## src/cos_irq_pkg.sv

```systemverilog
// Package: register map, field layouts, reset values and bus types for the
// change-of-state / level interrupt block.
// Assumes a 32-bit AXI4-Lite register bus and eight monitored channels.
package cos_irq_pkg;

    // ------------------------------------------------------------
    // Geometry
    // ------------------------------------------------------------
    localparam int unsigned NUM_CH     = 8;
    localparam int unsigned ADDR_W     = 16;
    localparam int unsigned DATA_W     = 32;

    // ------------------------------------------------------------
    // Register offsets (byte addresses)
    // ------------------------------------------------------------
    localparam logic [ADDR_W-1:0] OFS_INT_ENABLE   = 16'h8014;
    localparam logic [ADDR_W-1:0] OFS_TRIGGER_TYPE = 16'h8018;
    localparam logic [ADDR_W-1:0] OFS_LEVEL_POL    = 16'h801c;
    localparam logic [ADDR_W-1:0] OFS_INT_STATUS   = 16'h8020;
    localparam logic [ADDR_W-1:0] OFS_INT_MASK     = 16'h8024;
    localparam logic [ADDR_W-1:0] OFS_INPUT_DATA   = 16'h8028;

    // ------------------------------------------------------------
    // Field layout and reset values
    // ------------------------------------------------------------
    localparam int unsigned      CH_LSB        = 0;
    localparam logic [7:0]       RST_ENABLE    = 8'h00;
    localparam logic [7:0]       RST_TYPE      = 8'h00;
    localparam logic [7:0]       RST_POL       = 8'h00;
    localparam logic [7:0]       RST_STATUS    = 8'h00;
    localparam logic [7:0]       RST_MASK      = 8'hff;

    // AXI4-Lite responses
    localparam logic [1:0]       RESP_OKAY     = 2'h0;
    localparam logic [1:0]       RESP_SLVERR   = 2'h2;

    // ------------------------------------------------------------
    // Carriers
    // ------------------------------------------------------------
    typedef struct packed {
        logic [ADDR_W-1:0] awaddr;
        logic              awvalid;
        logic [DATA_W-1:0] wdata;
        logic [3:0]        wstrb;
        logic              wvalid;
        logic              bready;
        logic [ADDR_W-1:0] araddr;
        logic              arvalid;
        logic              rready;
    } axil_req_t;

    typedef struct packed {
        logic              awready;
        logic              wready;
        logic [1:0]        bresp;
        logic              bvalid;
        logic              arready;
        logic [DATA_W-1:0] rdata;
        logic [1:0]        rresp;
        logic              rvalid;
    } axil_rsp_t;

endpackage : cos_irq_pkg

```

## src/cos_irq_ctrl.sv

```systemverilog
// Interrupt controller for eight monitored input channels.
// Assumes asynchronous channel inputs (synchronised here) and an AXI4-Lite master.
// Usage notes
// Set type and polarity before enable, or a stale level match latches at once.
// A level-mode bit re-latches while its condition holds: clear it only after the
// input has moved or the channel is disabled.
// A zero mask bit hides a pending bit from o_irq without clearing it.
// Pulses shorter than two clock periods may be missed by the synchroniser.
// Only byte lane 0 holds channel bits; writes without it change nothing.
//
// The AXI4-Lite slave port was decided locally.
`timescale 1ns/1ps

// ------------------------------------------------------------
// Pin synchroniser
// ------------------------------------------------------------
// Three stages; the settled level moves only once stages 2 and 3 agree,
// so one metastable sample in stage 1 never reaches the detector.
module cos_irq_pin_sync (
    // Clock and reset
    input  wire logic i_clk,
    input  wire logic i_rst,
    // Pin, asynchronous to i_clk
    input  wire logic i_pin,
    // Settled level, registered and next
    output logic      o_level,
    output logic      o_level_nxt
);

    typedef struct packed {
        logic sync1;
        logic sync2;
        logic sync3;
        logic level;
    } pin_sync_t;

    pin_sync_t state_ff;
    pin_sync_t nxt_state;

    always_comb begin
        nxt_state       = state_ff;
        nxt_state.sync1 = i_pin;
        nxt_state.sync2 = state_ff.sync1;
        nxt_state.sync3 = state_ff.sync2;
        if (state_ff.sync2 == state_ff.sync3) begin
            nxt_state.level = state_ff.sync3;
        end
    end

    // Level resets low; enables are low too, so a pin idling high cannot
    // raise a stray edge before software arms its channel
    always_ff @(posedge i_clk) begin
        if (i_rst) begin
            state_ff <= '0;
        end else begin
            state_ff <= nxt_state;
        end
    end

    assign o_level     = state_ff.level;
    assign o_level_nxt = nxt_state.level;

endmodule : cos_irq_pin_sync

// ------------------------------------------------------------
// Channel trigger decision
// ------------------------------------------------------------
// Purely combinational; kept per channel so the gating reads the same
// for every bit, while the pending bit stays next to the clear logic.
module cos_irq_chan_detect (
    // Configuration
    input  wire logic i_enable,
    input  wire logic i_change_mode,
    input  wire logic i_polarity,
    // Settled level, now and next
    input  wire logic i_level,
    input  wire logic i_level_nxt,
    // Decision
    output logic      o_event
);

    logic level_hit;
    logic edge_hit;

    always_comb begin
        // Polarity only matters in level mode
        level_hit = (i_level == i_polarity);
        edge_hit  = (i_level_nxt != i_level);
        if (!i_enable) begin
            o_event = 1'b0;
        end else if (i_change_mode) begin
            o_event = edge_hit;
        end else begin
            o_event = level_hit;
        end
    end

endmodule : cos_irq_chan_detect

module cos_irq_ctrl
    import cos_irq_pkg::*;
(
    // Clock and reset
    input  wire logic              i_clk,
    input  wire logic              i_rst,
    // Register bus
    input  wire axil_req_t         i_axil,
    output axil_rsp_t              o_axil,
    // Monitored channels (8..15)
    input  wire logic [NUM_CH-1:0] i_chan,
    // Interrupt
    output logic                   o_irq
);

    // ------------------------------------------------------------
    // State
    // ------------------------------------------------------------
    typedef struct packed {
        logic [NUM_CH-1:0] enable;
        logic [NUM_CH-1:0] change_of_state_mode;
        logic [NUM_CH-1:0] polarity;
        logic [NUM_CH-1:0] status;
        logic [NUM_CH-1:0] mask;
        logic              aw_held;
        logic [ADDR_W-1:0] aw_addr;
        logic              w_held;
        logic [DATA_W-1:0] w_data;
        logic [3:0]        w_strb;
        logic              bvalid;
        logic [1:0]        bresp;
        logic              rvalid;
        logic [DATA_W-1:0] rdata;
        logic [1:0]        rresp;
    } state_t;

    state_t state_ff;
    state_t nxt_state;

    // ------------------------------------------------------------
    // Helpers
    // ------------------------------------------------------------
    function automatic logic mapped(input logic [ADDR_W-1:0] a);
        logic hit;
        hit = 1'b0;
        if (a == OFS_INT_ENABLE) begin
            hit = 1'b1;
        end else if (a == OFS_TRIGGER_TYPE) begin
            hit = 1'b1;
        end else if (a == OFS_LEVEL_POL) begin
            hit = 1'b1;
        end else if (a == OFS_INT_STATUS) begin
            hit = 1'b1;
        end else if (a == OFS_INT_MASK) begin
            hit = 1'b1;
        end else if (a == OFS_INPUT_DATA) begin
            hit = 1'b1;
        end
        return hit;
    endfunction : mapped

    // Only byte lane 0 carries channel bits; upper lanes are don't-care
    function automatic logic [NUM_CH-1:0] merge(input logic [NUM_CH-1:0] old,
                                                input logic [DATA_W-1:0] d,
                                                input logic [3:0]        s);
        logic [NUM_CH-1:0] r;
        r = s[0] ? d[CH_LSB +: NUM_CH] : old;
        return r;
    endfunction : merge

    function automatic logic [1:0] resp_for(input logic [ADDR_W-1:0] a);
        return mapped(a) ? RESP_OKAY : RESP_SLVERR;
    endfunction : resp_for

    // ------------------------------------------------------------
    // Channels, bit i is channel 8+i
    // ------------------------------------------------------------
    logic [NUM_CH-1:0] chan_level;
    logic [NUM_CH-1:0] chan_level_nxt;
    logic [NUM_CH-1:0] event_hit;

    for (genvar g = 0; g < NUM_CH; g++) begin : g_chan
        cos_irq_pin_sync cos_irq_pin_sync_i (
            .i_clk       (i_clk),
            .i_rst       (i_rst),
            .i_pin       (i_chan[g]),
            .o_level     (chan_level[g]),
            .o_level_nxt (chan_level_nxt[g])
        );
        cos_irq_chan_detect cos_irq_chan_detect_i (
            .i_enable      (state_ff.enable[g]),
            .i_change_mode (state_ff.change_of_state_mode[g]),
            .i_polarity    (state_ff.polarity[g]),
            .i_level       (chan_level[g]),
            .i_level_nxt   (chan_level_nxt[g]),
            .o_event       (event_hit[g])
        );
    end

    // ------------------------------------------------------------
    // Register decode
    // ------------------------------------------------------------
    logic              do_write;
    logic [ADDR_W-1:0] waddr;
    logic [DATA_W-1:0] wdata;
    logic [3:0]        wstrb;
    logic              do_read;
    logic [ADDR_W-1:0] raddr;
    logic [NUM_CH-1:0] clr;
    logic [NUM_CH-1:0] rd_bits;
    logic              sel_enable;
    logic              sel_type;
    logic              sel_pol;
    logic              sel_status;
    logic              sel_mask;

    // Lane bits of the address are dropped, so every byte of a word hits it
    assign waddr = {state_ff.aw_addr[ADDR_W-1:2], 2'h0};
    assign wdata = state_ff.w_data;
    assign wstrb = state_ff.w_strb;
    assign raddr = {i_axil.araddr[ADDR_W-1:2], 2'h0};

    // Write target
    always_comb begin
        sel_enable = 1'b0;
        sel_type   = 1'b0;
        sel_pol    = 1'b0;
        sel_status = 1'b0;
        sel_mask   = 1'b0;
        if (waddr == OFS_INT_ENABLE) begin
            sel_enable = 1'b1;
        end else if (waddr == OFS_TRIGGER_TYPE) begin
            sel_type = 1'b1;
        end else if (waddr == OFS_LEVEL_POL) begin
            sel_pol = 1'b1;
        end else if (waddr == OFS_INT_STATUS) begin
            sel_status = 1'b1;
        end else if (waddr == OFS_INT_MASK) begin
            sel_mask = 1'b1;
        end
    end

    // Read source; unmapped words read zero
    always_comb begin
        rd_bits = '0;
        if (raddr == OFS_INT_ENABLE) begin
            rd_bits = state_ff.enable;
        end else if (raddr == OFS_TRIGGER_TYPE) begin
            rd_bits = state_ff.change_of_state_mode;
        end else if (raddr == OFS_LEVEL_POL) begin
            rd_bits = state_ff.polarity;
        end else if (raddr == OFS_INT_STATUS) begin
            rd_bits = state_ff.status;
        end else if (raddr == OFS_INT_MASK) begin
            rd_bits = state_ff.mask;
        end else if (raddr == OFS_INPUT_DATA) begin
            rd_bits = chan_level;
        end
    end

    // ------------------------------------------------------------
    // Next state
    // ------------------------------------------------------------
    always_comb begin
        nxt_state = state_ff;

        // AXI write: address and data taken in either order
        if (i_axil.awvalid && !state_ff.aw_held) begin
            nxt_state.aw_held = 1'b1;
            nxt_state.aw_addr = i_axil.awaddr;
        end
        if (i_axil.wvalid && !state_ff.w_held) begin
            nxt_state.w_held = 1'b1;
            nxt_state.w_data = i_axil.wdata;
            nxt_state.w_strb = i_axil.wstrb;
        end
        do_write = state_ff.aw_held && state_ff.w_held && !state_ff.bvalid;
        clr      = '0;
        if (do_write) begin
            nxt_state.aw_held = 1'b0;
            nxt_state.w_held  = 1'b0;
            nxt_state.bvalid  = 1'b1;
            nxt_state.bresp   = resp_for(waddr);
            if (sel_enable) begin
                nxt_state.enable = merge(state_ff.enable, wdata, wstrb);
            end
            if (sel_type) begin
                nxt_state.change_of_state_mode = merge(state_ff.change_of_state_mode, wdata, wstrb);
            end
            if (sel_pol) begin
                nxt_state.polarity = merge(state_ff.polarity, wdata, wstrb);
            end
            if (sel_status) begin
                clr = wstrb[0] ? wdata[CH_LSB +: NUM_CH] : '0;
            end
            if (sel_mask) begin
                nxt_state.mask = merge(state_ff.mask, wdata, wstrb);
            end
        end
        if (state_ff.bvalid && i_axil.bready) begin
            nxt_state.bvalid = 1'b0;
        end

        // Set wins over a clear in the same cycle
        nxt_state.status = (state_ff.status & ~clr) | event_hit;

        // AXI read: one cycle after the address is taken
        do_read = i_axil.arvalid && !state_ff.rvalid;
        if (do_read) begin
            nxt_state.rvalid = 1'b1;
            nxt_state.rresp  = resp_for(raddr);
            nxt_state.rdata  = '0;
            nxt_state.rdata[CH_LSB +: NUM_CH] = rd_bits;
        end else if (state_ff.rvalid && i_axil.rready) begin
            nxt_state.rvalid = 1'b0;
        end
    end

    // ------------------------------------------------------------
    // Registers
    // ------------------------------------------------------------
    always_ff @(posedge i_clk) begin
        if (i_rst) begin
            state_ff                      <= '0;
            state_ff.enable               <= RST_ENABLE;
            state_ff.change_of_state_mode <= RST_TYPE;
            state_ff.polarity             <= RST_POL;
            state_ff.status               <= RST_STATUS;
            state_ff.mask                 <= RST_MASK;
        end else begin
            state_ff <= nxt_state;
        end
    end

    // ------------------------------------------------------------
    // Outputs
    // ------------------------------------------------------------
    always_comb begin
        o_axil         = '0;
        o_axil.awready = !state_ff.aw_held;
        o_axil.wready  = !state_ff.w_held;
        o_axil.bvalid  = state_ff.bvalid;
        o_axil.bresp   = state_ff.bresp;
        o_axil.arready = !state_ff.rvalid;
        o_axil.rvalid  = state_ff.rvalid;
        o_axil.rdata   = state_ff.rdata;
        o_axil.rresp   = state_ff.rresp;
    end

    // ------------------------------------------------------------
    // Interrupt output
    // ------------------------------------------------------------
    // Gates of registered bits only, so no bus activity can glitch it
    assign o_irq = |(state_ff.status & state_ff.mask);

endmodule : cos_irq_ctrl

```

## config.mk

```make
export PLATFORM = sky130hd
export DESIGN_NAME = cos_irq_ctrl
export DESIGN_NICKNAME = d
export VERILOG_FILES = /design/src/cos_irq_pkg.sv /design/src/cos_irq_ctrl.sv
export SDC_FILE = /design/constraint.sdc
export NUM_CORES = 1
export LEC_CHECK = 0
export BUFFER_PORTS_ARGS = -buffer_cell sky130_fd_sc_hd__buf_2
export CAP_MARGIN = 5
export CELL_PAD_IN_SITES_DETAIL_PLACEMENT = 1
export CELL_PAD_IN_SITES_GLOBAL_PLACEMENT = 2
export CORE_MARGIN = 4
export CORE_UTILIZATION = 34
export CTS_CLUSTER_SIZE = 16
export DETAILED_ROUTE_END_ITERATION = 10
export HOLD_SLACK_MARGIN = 0.03
export PLACE_DENSITY = 0.83
export SLEW_MARGIN = 30
export SYNTH_ARGS = -nofsm -noshare
export SYNTH_HDL_FRONTEND = slang
export SYNTH_SLANG_ARGS = --single-unit
```

## constraint.sdc

```tcl
create_clock -name i_clk -period 4.4 [get_ports i_clk]
set_clock_uncertainty 0.1 [all_clocks]
set_input_delay 0.22 -clock i_clk [delete_from_list [all_inputs] [get_ports i_clk]]
set_output_delay 0.22 -clock i_clk [all_outputs]
set_load 0.005 [all_outputs]
```

# Yosys cells after proc, flatten, opt, wreduce, memory -nomap -nowiden
# Cells that the tools add are included.
# W data, S select, Z words.
dict set report classes {
  eq_ne 36
  muxes 66
  n_bitwise 4
  reduce_logical 19
}
# cell n
set op_table {}
lappend op_table {{$eq A14 B14 Y1 const B} 12}
lappend op_table {{$mux W8} 9}
lappend op_table {{$mux W1} 55}
lappend op_table {{$and A8 B8 Y8} 2}
lappend op_table {{$eq A1 B1 Y1} 16}
lappend op_table {{$reduce_and A3 Y1} 4}
lappend op_table {{$ne A1 B1 Y1} 8}
lappend op_table {{$not A8 Y8} 1}
lappend op_table {{$or A8 B8 Y8} 1}
lappend op_table {{$reduce_or A8 Y1} 1}
lappend op_table {{$logic_and A1 B1 Y1} 7}
lappend op_table {{$logic_not A1 Y1} 4}
lappend op_table {{$mux W2} 2}
lappend op_table {{$reduce_or A2 Y1} 2}
lappend op_table {{$reduce_bool A2 Y1} 1}
dict set report word_totals {
  ff_bits 113
}

# Depth between registers and ports, before layout
# Gate-level depths: netlist of the first run.
dict set report depth {
  depth_word 10
  mapped_depth 6
  ltp_nobuf 4
}

# Hierarchy
# From an unflattened synthesis of the first run, not the netlist that was laid out.
dict set report hier_totals {
  hier_cells 567
  area_unflattened_um2 5067.4
}
# module n_inst cells_each area_per_inst_um2
set modules_own_cells {}
lappend modules_own_cells {cos_irq_ctrl 1 455 3846.2}
lappend modules_own_cells {cos_irq_pin_sync 8 9 123.9}
lappend modules_own_cells {cos_irq_chan_detect 8 5 28.8}

# Worst setup path before layout of the first run
# Ideal clock, no wire load.
dict set report synth_path {
  path_kind {register to register}
  from {register state_ff, in the netlist o_axil[36]}
  to {register state_ff[92] (netlist name)}
  t_arrival_ns 1.572
  t_required_ns 4.228
  setup_slack_ns 2.656
  stages_incl_launch_ff 6
  path_buffers 1
  period_less_slack_ns 1.744
  cell_sequence {dfxtp_1 nand4b_1 nor4b_2 and2_1 buf_4 mux2i_1}
}
dict set report synth_via {
  elab_chain_len 3
}
# element line
set synth_rtl {}
lappend synth_rtl {{start, declared} cos_irq_ctrl.sv:136} ;# state_t state_ff;
lappend synth_rtl {{start signal, assigned} cos_irq_ctrl.sv:330} ;# state_ff <= nxt_state;
lappend synth_rtl {{$logic_not A1 Y1} cos_irq_ctrl.sv:276} ;# do_write = state_ff.aw_held && state_ff.w_held && !state_ff.bvalid;
lappend synth_rtl {{$logic_and A1 B1 Y1} cos_irq_ctrl.sv:276}
lappend synth_rtl {{$reduce_and A3 Y1 (no source line)} -}
# Every way passes these cells.
# A chain may end at the register's enable or synchronous reset.

# Final worst setup path of the first run
dict set report layout_path {
  from {register state_ff[91] (netlist name)}
  to {register state_ff[97] (netlist name)}
}
dict set report layout_via {
  elab_chain_len 3
}
# element line
set layout_rtl {}
lappend layout_rtl {{$logic_and A1 B1 Y1 (2 in series)} cos_irq_ctrl.sv:276}
lappend layout_rtl {{$reduce_and A3 Y1 (no source line)} -}
# Every way passes these cells.

==> results of run 1 <==
==> where the power goes <==
part           internal (µW)  leakage, µW  switching (µW)
Clock                    384     0.000129             368
Sequential              1010     0.000887            21.9
Combinational           75.9      0.00143            91.3
Total                   1470      0.00244             481
==> sequential cells by signal, summed over array words and instances, names as in the netlist <==
register and count:
g_chan.cos_irq_pin_sync_i.nxt_state 16, wstrb 1, o_axil 12, g_chan.cos_irq_pin_sync_i.state_ff 8, wdata 8, state_ff 56, g_chan.cos_irq_pin_sync_i.o_level 8
==> cell type report <==
cell class / instances / area (µm²) / share of cell area
clock buffers: 10 / 229 / 0.0387
clock inverters: 6 / 38.8 / 0.00655
inverters: 6 / 22.5 / 0.00380
multi-input cells: 418 / 2550 / 0.430
flip-flops and latches: 109 / 2180 / 0.369
well taps: 184 / 230 / 0.0389
repair buffers: 100 / 669 / 0.113
==> routing by layer <==
metal  vias to the layer above  routed length (µm)  GRT usage
li1                       2048                   -          -
met1                      1965                6180      0.213
met2                        99                5920      0.255
met3                        10                 722     0.0336
met4                         0                 118     0.0465
met5                         -                   0          0
==> critical path, cell delays in order, from the launching register on <==
cell and delay [ns]:
dfxtp_1 0.39, nand4b_1 0.17, nor4b_2 0.84, and2_1 0.55
mux2i_1 0.25
==> how the worst max path moves through the flow <==
stage,startpoint,end,slack [ns],depth (start not counted)
global placement,state_ff[74],state_ff[94],2.03,4
detailed placement,o_axil[36],state_ff[97],2.03,4
finish,state_ff[91],state_ff[97],2.01,4
global route,state_ff[81],state_ff[128],1.90,4
CTS,o_axil[36],state_ff[97],2.00,4
floorplan,o_axil[36],state_ff[92],2.66,5
==> cells in the final DEF (no fill, tap or decap), drive strengths merged, types with 10 or more instances in the layout <==
master	Yosys	routed
dfxtp	109	109
nor2b	32	32
nand2	76	76
a21oi	48	48
o21ai	18	18
clkbuf	17	10
buf	49	68
mux2i	40	40
conb	1	26
dlygate4sd3	0	32
nor2	30	30
nand2b	41	41
==> cells by family after synthesis <==
family / count (synthesis) / share of synthesized area
and+or+nand+nor: 231 / 0.252
AOI/OAI and AO/OA: 112 / 0.136
DFF: 109 / 0.431
buffers and inverters: 72 / 0.0847
muxes: 41 / 0.0813
xor gates and xnor gates: 8 / 0.0138
other: 1 / 0.000740
==> through the flow <==
step                      cells  utilization
after floorplan             599            -
after CTS                   833        0.406
after global routing        833        0.406
final                       833        0.406
after global placement      785        0.365
after detailed placement    785        0.365
==> what timing repair did <==
| action | in CTS | in global routing |
|---|---|---|
| hold buffers | 32 | 0 |
| hold endpoints to repair | 32 | 0 |
| buffers inserted | 0 | 0 |
==> run_results.csv, run 1 <==
group,metric,value,unit
run_status,status,"finished, final reports clean",
timing,slew_headroom,0.370,
synthesis,synth.avg_cell_area,8.83,µm²
setup_path,arrival,2.56,ns
synthesis,synth_edf_count,0,
floorplanning,std_cell_rows,44,
placed_design,place_area,5330,µm²
setup_path,worstSetupPathType,"flop to flop",
timing,hold_viol_final,0,
synthesis,synth_seq_cells,109,
timing,timing.hold.ws,0.0475,ns
cells_and_area,stdcell_area,5920,µm²
timing,setup_viol,0,
cts,htree_levels,3,
cts,cts_tree,"built",
hold_path,hold_path.class,"primary input to flop",
floorplanning,ios,125,
run,drv_cap,0,
cts,clock_path_buffers,2,
setup_path,end_kind,"flop",
drt,drc,0,
drt,first_iter_violations,243,
synthesis,syn_inst,574,
placed_design,pre_cts_ws,2.03,ns
timing,fin_ws,2.01,ns
cts,clk_pin_slew,0.07,ns
power_and_ir_drop,power.leakage,0.00244,µW
global_routing,grt_pass1_wl,21200,µm
synthesis,ys_types,50,
placed_design,gp_congestion,0.795,
cts,ctsRootBufferMaster,"clkbuf_16",
synthesis,async_flop_share,0,
cells_and_area,nets,727,
synthesis,yosys_warnings,0,
global_routing,grt_max_degree,107,
global_routing,grt-ovfl-total,0,
floorplanning,start_util,0.347,
cells_and_area,layout-drive-gt1-share,0.148,
placed_design,dp_hpwl,8990,µm
synthesis,synth_top_area_frac,0.431,
floorplanning,die_h,130,µm
timing,rsz0062_at_grt,"false",
drt,viasPerCell,4.95,
hold_path,hold_depth,3,
placed_design,io_buffer_count,67,
timing,slew_violations,0,
cts,cts_sinks,109,
timing,post-route-period-util,0.543,
synthesis,ys.flop_type,"dfxtp_1",
synthesis,synth.area.top_cells,"dfxtp_1, mux2i_1, buf_4",
drt,dr.pass1.iters,4,
timing,tns,0,ns
drt,ant_nets,0,
drt,vias,4122,
drt,wl,12900,µm
synthesis,synth_most_common_cell,"dfxtp_1",
floorplanning,core_area,14600,µm²
cts,cts_resized,0,
cts,clk_latency,0.35,ns
synthesis,netlist_area,5070,µm²
synthesis,yosysTopAreaCell,"dfxtp_1",
setup_path,reg2reg_to,"state_ff[97]",
setup_path,worstSetupStartpointType,"flop",
cells_and_area,nFillCells,1700,
global_routing,grt_usage,0.158,
floorplanning,die_x,130,µm
synthesis,seq_area_frac_synth,0.431,
power_and_ir_drop,finalPower,1950,µW
global_routing,grt_antenna_before_repair,0,
cells_and_area,insertedDiodeCount,0,
cts,numCtsBuffers,9,
power_and_ir_drop,powerDensity,330,nW/µm²
timing,fin_crit,2.39,ns
setup_path,reg2regPathDepth,4,
setup_path,rrSetupSlack,2.01,ns
synthesis,netlist_top_cells_count,"dfxtp_1, nand2_1, a21oi_1, nand2b_1, mux2i_1",
hold_path,hp-start,"i_axil[28]",
setup_path,crit_fanout,9,
setup_path,rr_startpoint,"state_ff[91]",
power_and_ir_drop,irDropWorstVdd,0.163,mV
drt,wl_per_cell,15.5,µm
cells_and_area,syn_to_final_growth,16.9,%
setup_path,required,4.57,ns
timing,tightest_slew,0.943,ns
floorplanning,die_area,16900,µm²
hold_path,min_to,"wdata[4]",
timing,fmax,419,MHz
global_routing,grt_pass1_vias,4238,
(Power assumes the default switching activity.)
==> inputs of run 2 (changes only) <==
Settings changed: CORE_UTILIZATION 34 to 28, PLACE_DENSITY 0.83 to 0.73.
Clock period 4.4 ns to 2 ns, I/O delays scaled along.
==> run_results.csv, run 2 (synthesis gave the netlist of run 1 again) <==
group,metric,value,unit
setup_path,end_kind,"flop",
floorplanning,ios,125,
cts,clk_pin_slew,0.07,ns
placed_design,dp_hpwl,9600,µm
timing,fmax,515,MHz
floorplanning,die_h,143,µm
placed_design,pre_cts_ws,0.151,ns
drt,dr.pass1.iters,4,
timing,post-route-period-util,0.971,
timing,slew_headroom,0.486,
global_routing,grt_pass1_wl,22400,µm
placed_design,gp_congestion,0.776,
cells_and_area,stdcell_count,899,
cells_and_area,stdcell_area,6250,µm²
timing,rsz0062_at_grt,"true",
cts,htree_levels,3,
drt,wl,13600,µm
cts,clk_latency,0.36,ns
timing,tightest_slew,0.770,ns
cells_and_area,final_cell_mix,"dfxtp_1, nand2_1, buf_2",
floorplanning,std_cell_rows,48,
power_and_ir_drop,irDropWorstVdd,0.405,mV
global_routing,grt_pass1_vias,4348,
drt,vias,4173,
setup_path,crit_fanout,13,
floorplanning,start_util,0.289,
cts,numCtsBuffers,9,
global_routing,grt-ovfl-total,0,
cts,clock_path_buffers,2,
cts,ctsRootBufferMaster,"clkbuf_16",
power_and_ir_drop,powerDensity,714,nW/µm²
cells_and_area,nets,752,
run_status,status,"finished, final reports clean",
hold_path,hold_path.class,"primary input to flop",
setup_path,required,2.17,ns
drt,viasPerCell,4.64,
placed_design,place_area,5570,µm²
global_routing,grt_usage,0.138,
setup_path,worstSetupStartpointType,"primary input",
global_routing,grt_antenna_before_repair,0,
placed_design,io_buffer_count,67,
cells_and_area,insertedDiodeCount,0,
floorplanning,core_area,17500,µm²
cells_and_area,largest_reg_flops,56,
timing,tns,0,ns
cts,post_cts_buffers,0,
cells_and_area,regMostFlops,"state_ff",
timing,setup_viol,0,
power_and_ir_drop,power.leakage,0.00261,µW
setup_path,arrival,2.11,ns
cts,cts_tree,"built",
global_routing,grt_max_degree,84,
cells_and_area,layout_commonest_cell,"dfxtp_1",
run,drv_cap,0,
timing,fin_ws,0.0583,ns
floorplanning,die_area,20300,µm²
placed_design,dp_cells,845,
setup_path,worstSetupPathType,"primary input to flop",
cts,cts_sinks,109,
drt,ant_nets,0,
floorplanning,die_x,143,µm
drt,first_iter_violations,196,
timing,slew_violations,0,
cells_and_area,syn_to_final_growth,23.4,%
cells_and_area,layout-drive-gt1-share,0.172,
timing,fin_crit,1.94,ns
drt,wl_per_cell,15.1,µm
drt,drc,0,
timing,hold_viol_final,0,
==> run 2: cell types whose count changed in the layout (fill, tap and decap cells not counted), sizes merged <==
cell / previous run / this run
buf: 68 / 87
dlygate4sd3: 32 / 37
clkbuf: 10 / 11
clkinv: 3 / 2
dlymetal6s4s: 0 / 1
==> run 2: final timing paths <==
kind | endpoint | depth (start not counted) | slack, ns | start
setup / recovery | o_axil[5] | 7 | 0.06 | i_axil[16]
setup reg to reg | o_axil[5] | 5 | 0.13 | o_axil[0]
hold / removal | o_axil[10] | 5 | 0.17 | i_axil[6]
hold reg to reg | g_chan[5].cos_irq_pin_sync_i.nxt_state[1] | 1 | 0.34 | g_chan[5].cos_irq_pin_sync_i.nxt_state[2]
==> run 2: repair_timing <==
action / 4_1_cts / 5_1_grt
hold buffers: 38 / 0
endpoints found under the setup margin: 0 / 1
resized for setup: 0 / 1
hold endpoints to repair: 36 / 0
==> run 2: layer usage <==
layer	up-vias	global-route usage	part of all wire
met5	-	0	0
met3	9	0.0296	0.049
li1	2093	-	-
met4	0	0.0390	0.013
met2	83	0.225	0.46
met1	1988	0.184	0.48
==> run 2: worst max-delay path, cell delays in order <==
cell and delay [ns]:
dlygate4sd3_1 0.53, buf_2 0.13, nor4_4 0.26, nand4_2 0.17, buf_12 0.19, or3_2 0.47, a311oi_1 0.25
==> run 2: final cells by class <==
cell class,count,area [µm²]
Clock buffer,11,253
Clock inverter,5,43.8
Multi-Input combinational cell,418,2550
Tap cell,225,282
Sequential cell,109,2180
Fill cell,2082,11300
Inverter,6,22.5
Timing Repair Buffer,125,921
==> run 2: where the power goes <==
part | switching [µW] | internal, µW | total, µW
registers | 46.7 | 2220 | 2270
clock network | 865 | 928 | 1790
logic | 208 | 191 | 399
total | 1120 | 3340 | 4460
==> run 2: through the flow <==
stage,util,power (µW),hold slack (ns)
after global routing,0.357,4680,0.186
final,0.357,4460,0.167
after floorplan,-,2560,0.0990
after detailed placement,0.318,2670,0.199
after global placement,0.318,2650,0.193
after CTS,0.356,4530,0.154
==> inputs of run 3 (changes only) <==
Settings changed: BUFFER_PORTS_ARGS -buffer_cell sky130_fd_sc_hd__buf_2 to not set, CORE_UTILIZATION 28 to 34, DONT_BUFFER_PORTS set to 1, PLACE_DENSITY 0.73 to 0.74.
==> run_results.csv, run 3 (synthesis gave the netlist of run 1 again) <==
group,metric,value,unit
placed_design,dp_cells,731,
cts,numCtsBuffers,9,
cells_and_area,stdcell_count,801,
power_and_ir_drop,power_frac_clock,0.400,
floorplanning,start_util,0.347,
global_routing,grt_pass1_wl,20600,µm
placed_design,gp_congestion,0.760,
timing,post-route-period-util,0.944,
floorplanning,core_area,14600,µm²
timing,tightest_slew,0.640,ns
placed_design,io_buffer_count,0,
setup_path,end_kind,"flop",
timing,slew_headroom,0.572,
power_and_ir_drop,switching_share,0.244,
cts,clk_latency,0.36,ns
cells_and_area,insertedDiodeCount,0,
drt,drc,0,
drt,vias,3967,
cts,htree_levels,3,
timing,tns,0,ns
timing,hold_viol_final,0,
setup_path,worstSetupPathType,"flop to flop",
floorplanning,die_area,16900,µm²
timing,timing.hold.ws,0.0225,ns
power_and_ir_drop,powerDensity,727,nW/µm²
timing,rsz0062_at_grt,"false",
cells_and_area,syn_to_final_growth,17.9,%
floorplanning,ios,125,
placed_design,dp_hpwl,8460,µm
drt,ant_nets,0,
drt,wl,13100,µm
setup_path,arrival,2.05,ns
setup_path,worstSetupStartpointType,"flop",
cts,ctsRootBufferMaster,"clkbuf_16",
timing,slew_violations,0,
run_status,status,"finished, final reports clean",
timing,fin_crit,1.89,ns
cells_and_area,layout_commonest_cell,"dfxtp_1",
cts,post_cts_buffers,0,
cells_and_area,stdcell_area,5970,µm²
floorplanning,die_x,130,µm
power_and_ir_drop,p_int,3280,µW
drt,first_iter_violations,192,
cells_and_area,ff_latch_area,2180,µm²
floorplanning,die_h,130,µm
global_routing,grt_max_degree,104,
hold_path,hold_path.class,"primary input to flop",
cells_and_area,largest_reg_flops,56,
floorplanning,std_cell_rows,44,
setup_path,path_buf_inv,1,
power_and_ir_drop,p_switching,1060,µW
setup_path,crit_family,"simple AND/OR/NAND/NOR gates",
power_and_ir_drop,p_seq_frac,0.523,
timing,setup_viol,0,
run,drv_cap,0,
cells_and_area,nets,695,
setup_path,slowest_delay,0.46,ns
timing,fmax,530,MHz
setup_path,worst_path_max_delay_cell,"or3_2",
cts,cts_sinks,109,
cells_and_area,final_cell_mix,"dfxtp_1, nand2_1, dlygate4sd3_1",
power_and_ir_drop,irDropWorstVdd,0.414,mV
drt,viasPerCell,4.95,
cts,cts_tree,"built",
cells_and_area,nFillCells,1687,
cells_and_area,layout-drive-gt1-share,0.0713,
power_and_ir_drop,power.leakage,0.00240,µW
cells_and_area,multi_input_comb_area,2550,µm²
cts,clock_path_buffers,2,
global_routing,grt_usage,0.157,
drt,wl_per_cell,16.3,µm
power_and_ir_drop,finalPower,4340,µW
setup_path,crit_fanout,13,
global_routing,grt-ovfl-total,0,
global_routing,grt_antenna_before_repair,0,
cts,clk_pin_slew,0.07,ns
placed_design,place_area,5130,µm²
setup_path,required,2.16,ns
cells_and_area,regMostFlops,"state_ff",
global_routing,grt_pass1_vias,3998,
power_and_ir_drop,pwr-share-comb,0.077,
drt,dr.pass1.iters,4,
setup_path,cp_cell_sequence,"and4bb_2, nand4_2, buf_12, or3_2, a311oi_1",
[run 3: changes by cell type in the layout (fill, tap and decap cells not counted), sizes merged]
cell          previous run  this run
inv                      7         8
dlymetal6s4s             1         0
buf                     87        15
clkinvlp                 2         0
clkinv                   2         3
dlygate4sd3             37        53
[run 3: path summary, 6_finish.rpt]
path	startpoint	endpoint	slack [ns]	cells past startpoint
worst min register to register	g_chan[0].cos_irq_pin_sync_i.nxt_state[2]	g_chan[0].cos_irq_pin_sync_i.nxt_state[1]	0.35	1
worst max register to register	o_axil[0]	o_axil[5]	0.11	5
worst min-delay path	i_axil[56]	state_ff[84]	0.02	3
worst max-delay path	o_axil[0]	o_axil[5]	0.11	5
[run 3: cell type report]
type,count,area share
multi-input cells,418,0.427
flip-flops and latches,109,0.365
repair buffers,68,0.117
clock buffers,11,0.0406
well taps,184,0.0386
clock inverters,5,0.00712
inverters,6,0.00377
[run 3: metrics by stage]
stage	setup WS, ns	utilization
floorplan	0.256	-
global placement	0.165	0.351
detailed placement	0.104	0.351
CTS	0.0824	0.409
global route	0.0249	0.409
finish	0.112	0.409
[run 3: power groups by stage]
stage,combinational (µW),clock (µW),sequential [µW]
after global routing,377,1880,2280
after detailed placement,214,0,2320
after global placement,208,0,2320
after floorplan,249,0,2310
final,334,1740,2270
after CTS,335,1810,2270
[run 3: repair_timing]
action,CTS,global route
setup endpoints to repair,0,1
gates resized for setup,0,1
hold buffers,54,0
hold endpoints to repair,109,0
[run 3: metal layers]
metal | track usage | part of all wire | vias to the layer above | wire length [µm]
met5 | 0 | 0 | - | 0
met4 | 0.0348 | 0.0086 | 0 | 112
met3 | 0.0508 | 0.064 | 10 | 841
met2 | 0.252 | 0.46 | 83 | 6030
met1 | 0.207 | 0.47 | 1887 | 6090
li1 | - | - | 1987 | -
[run 3: tightest hold or removal path, stage by stage]
cell and delay, ns:
nand2_2 0.15, nand2_1 0.12, a21oi_1 0.06
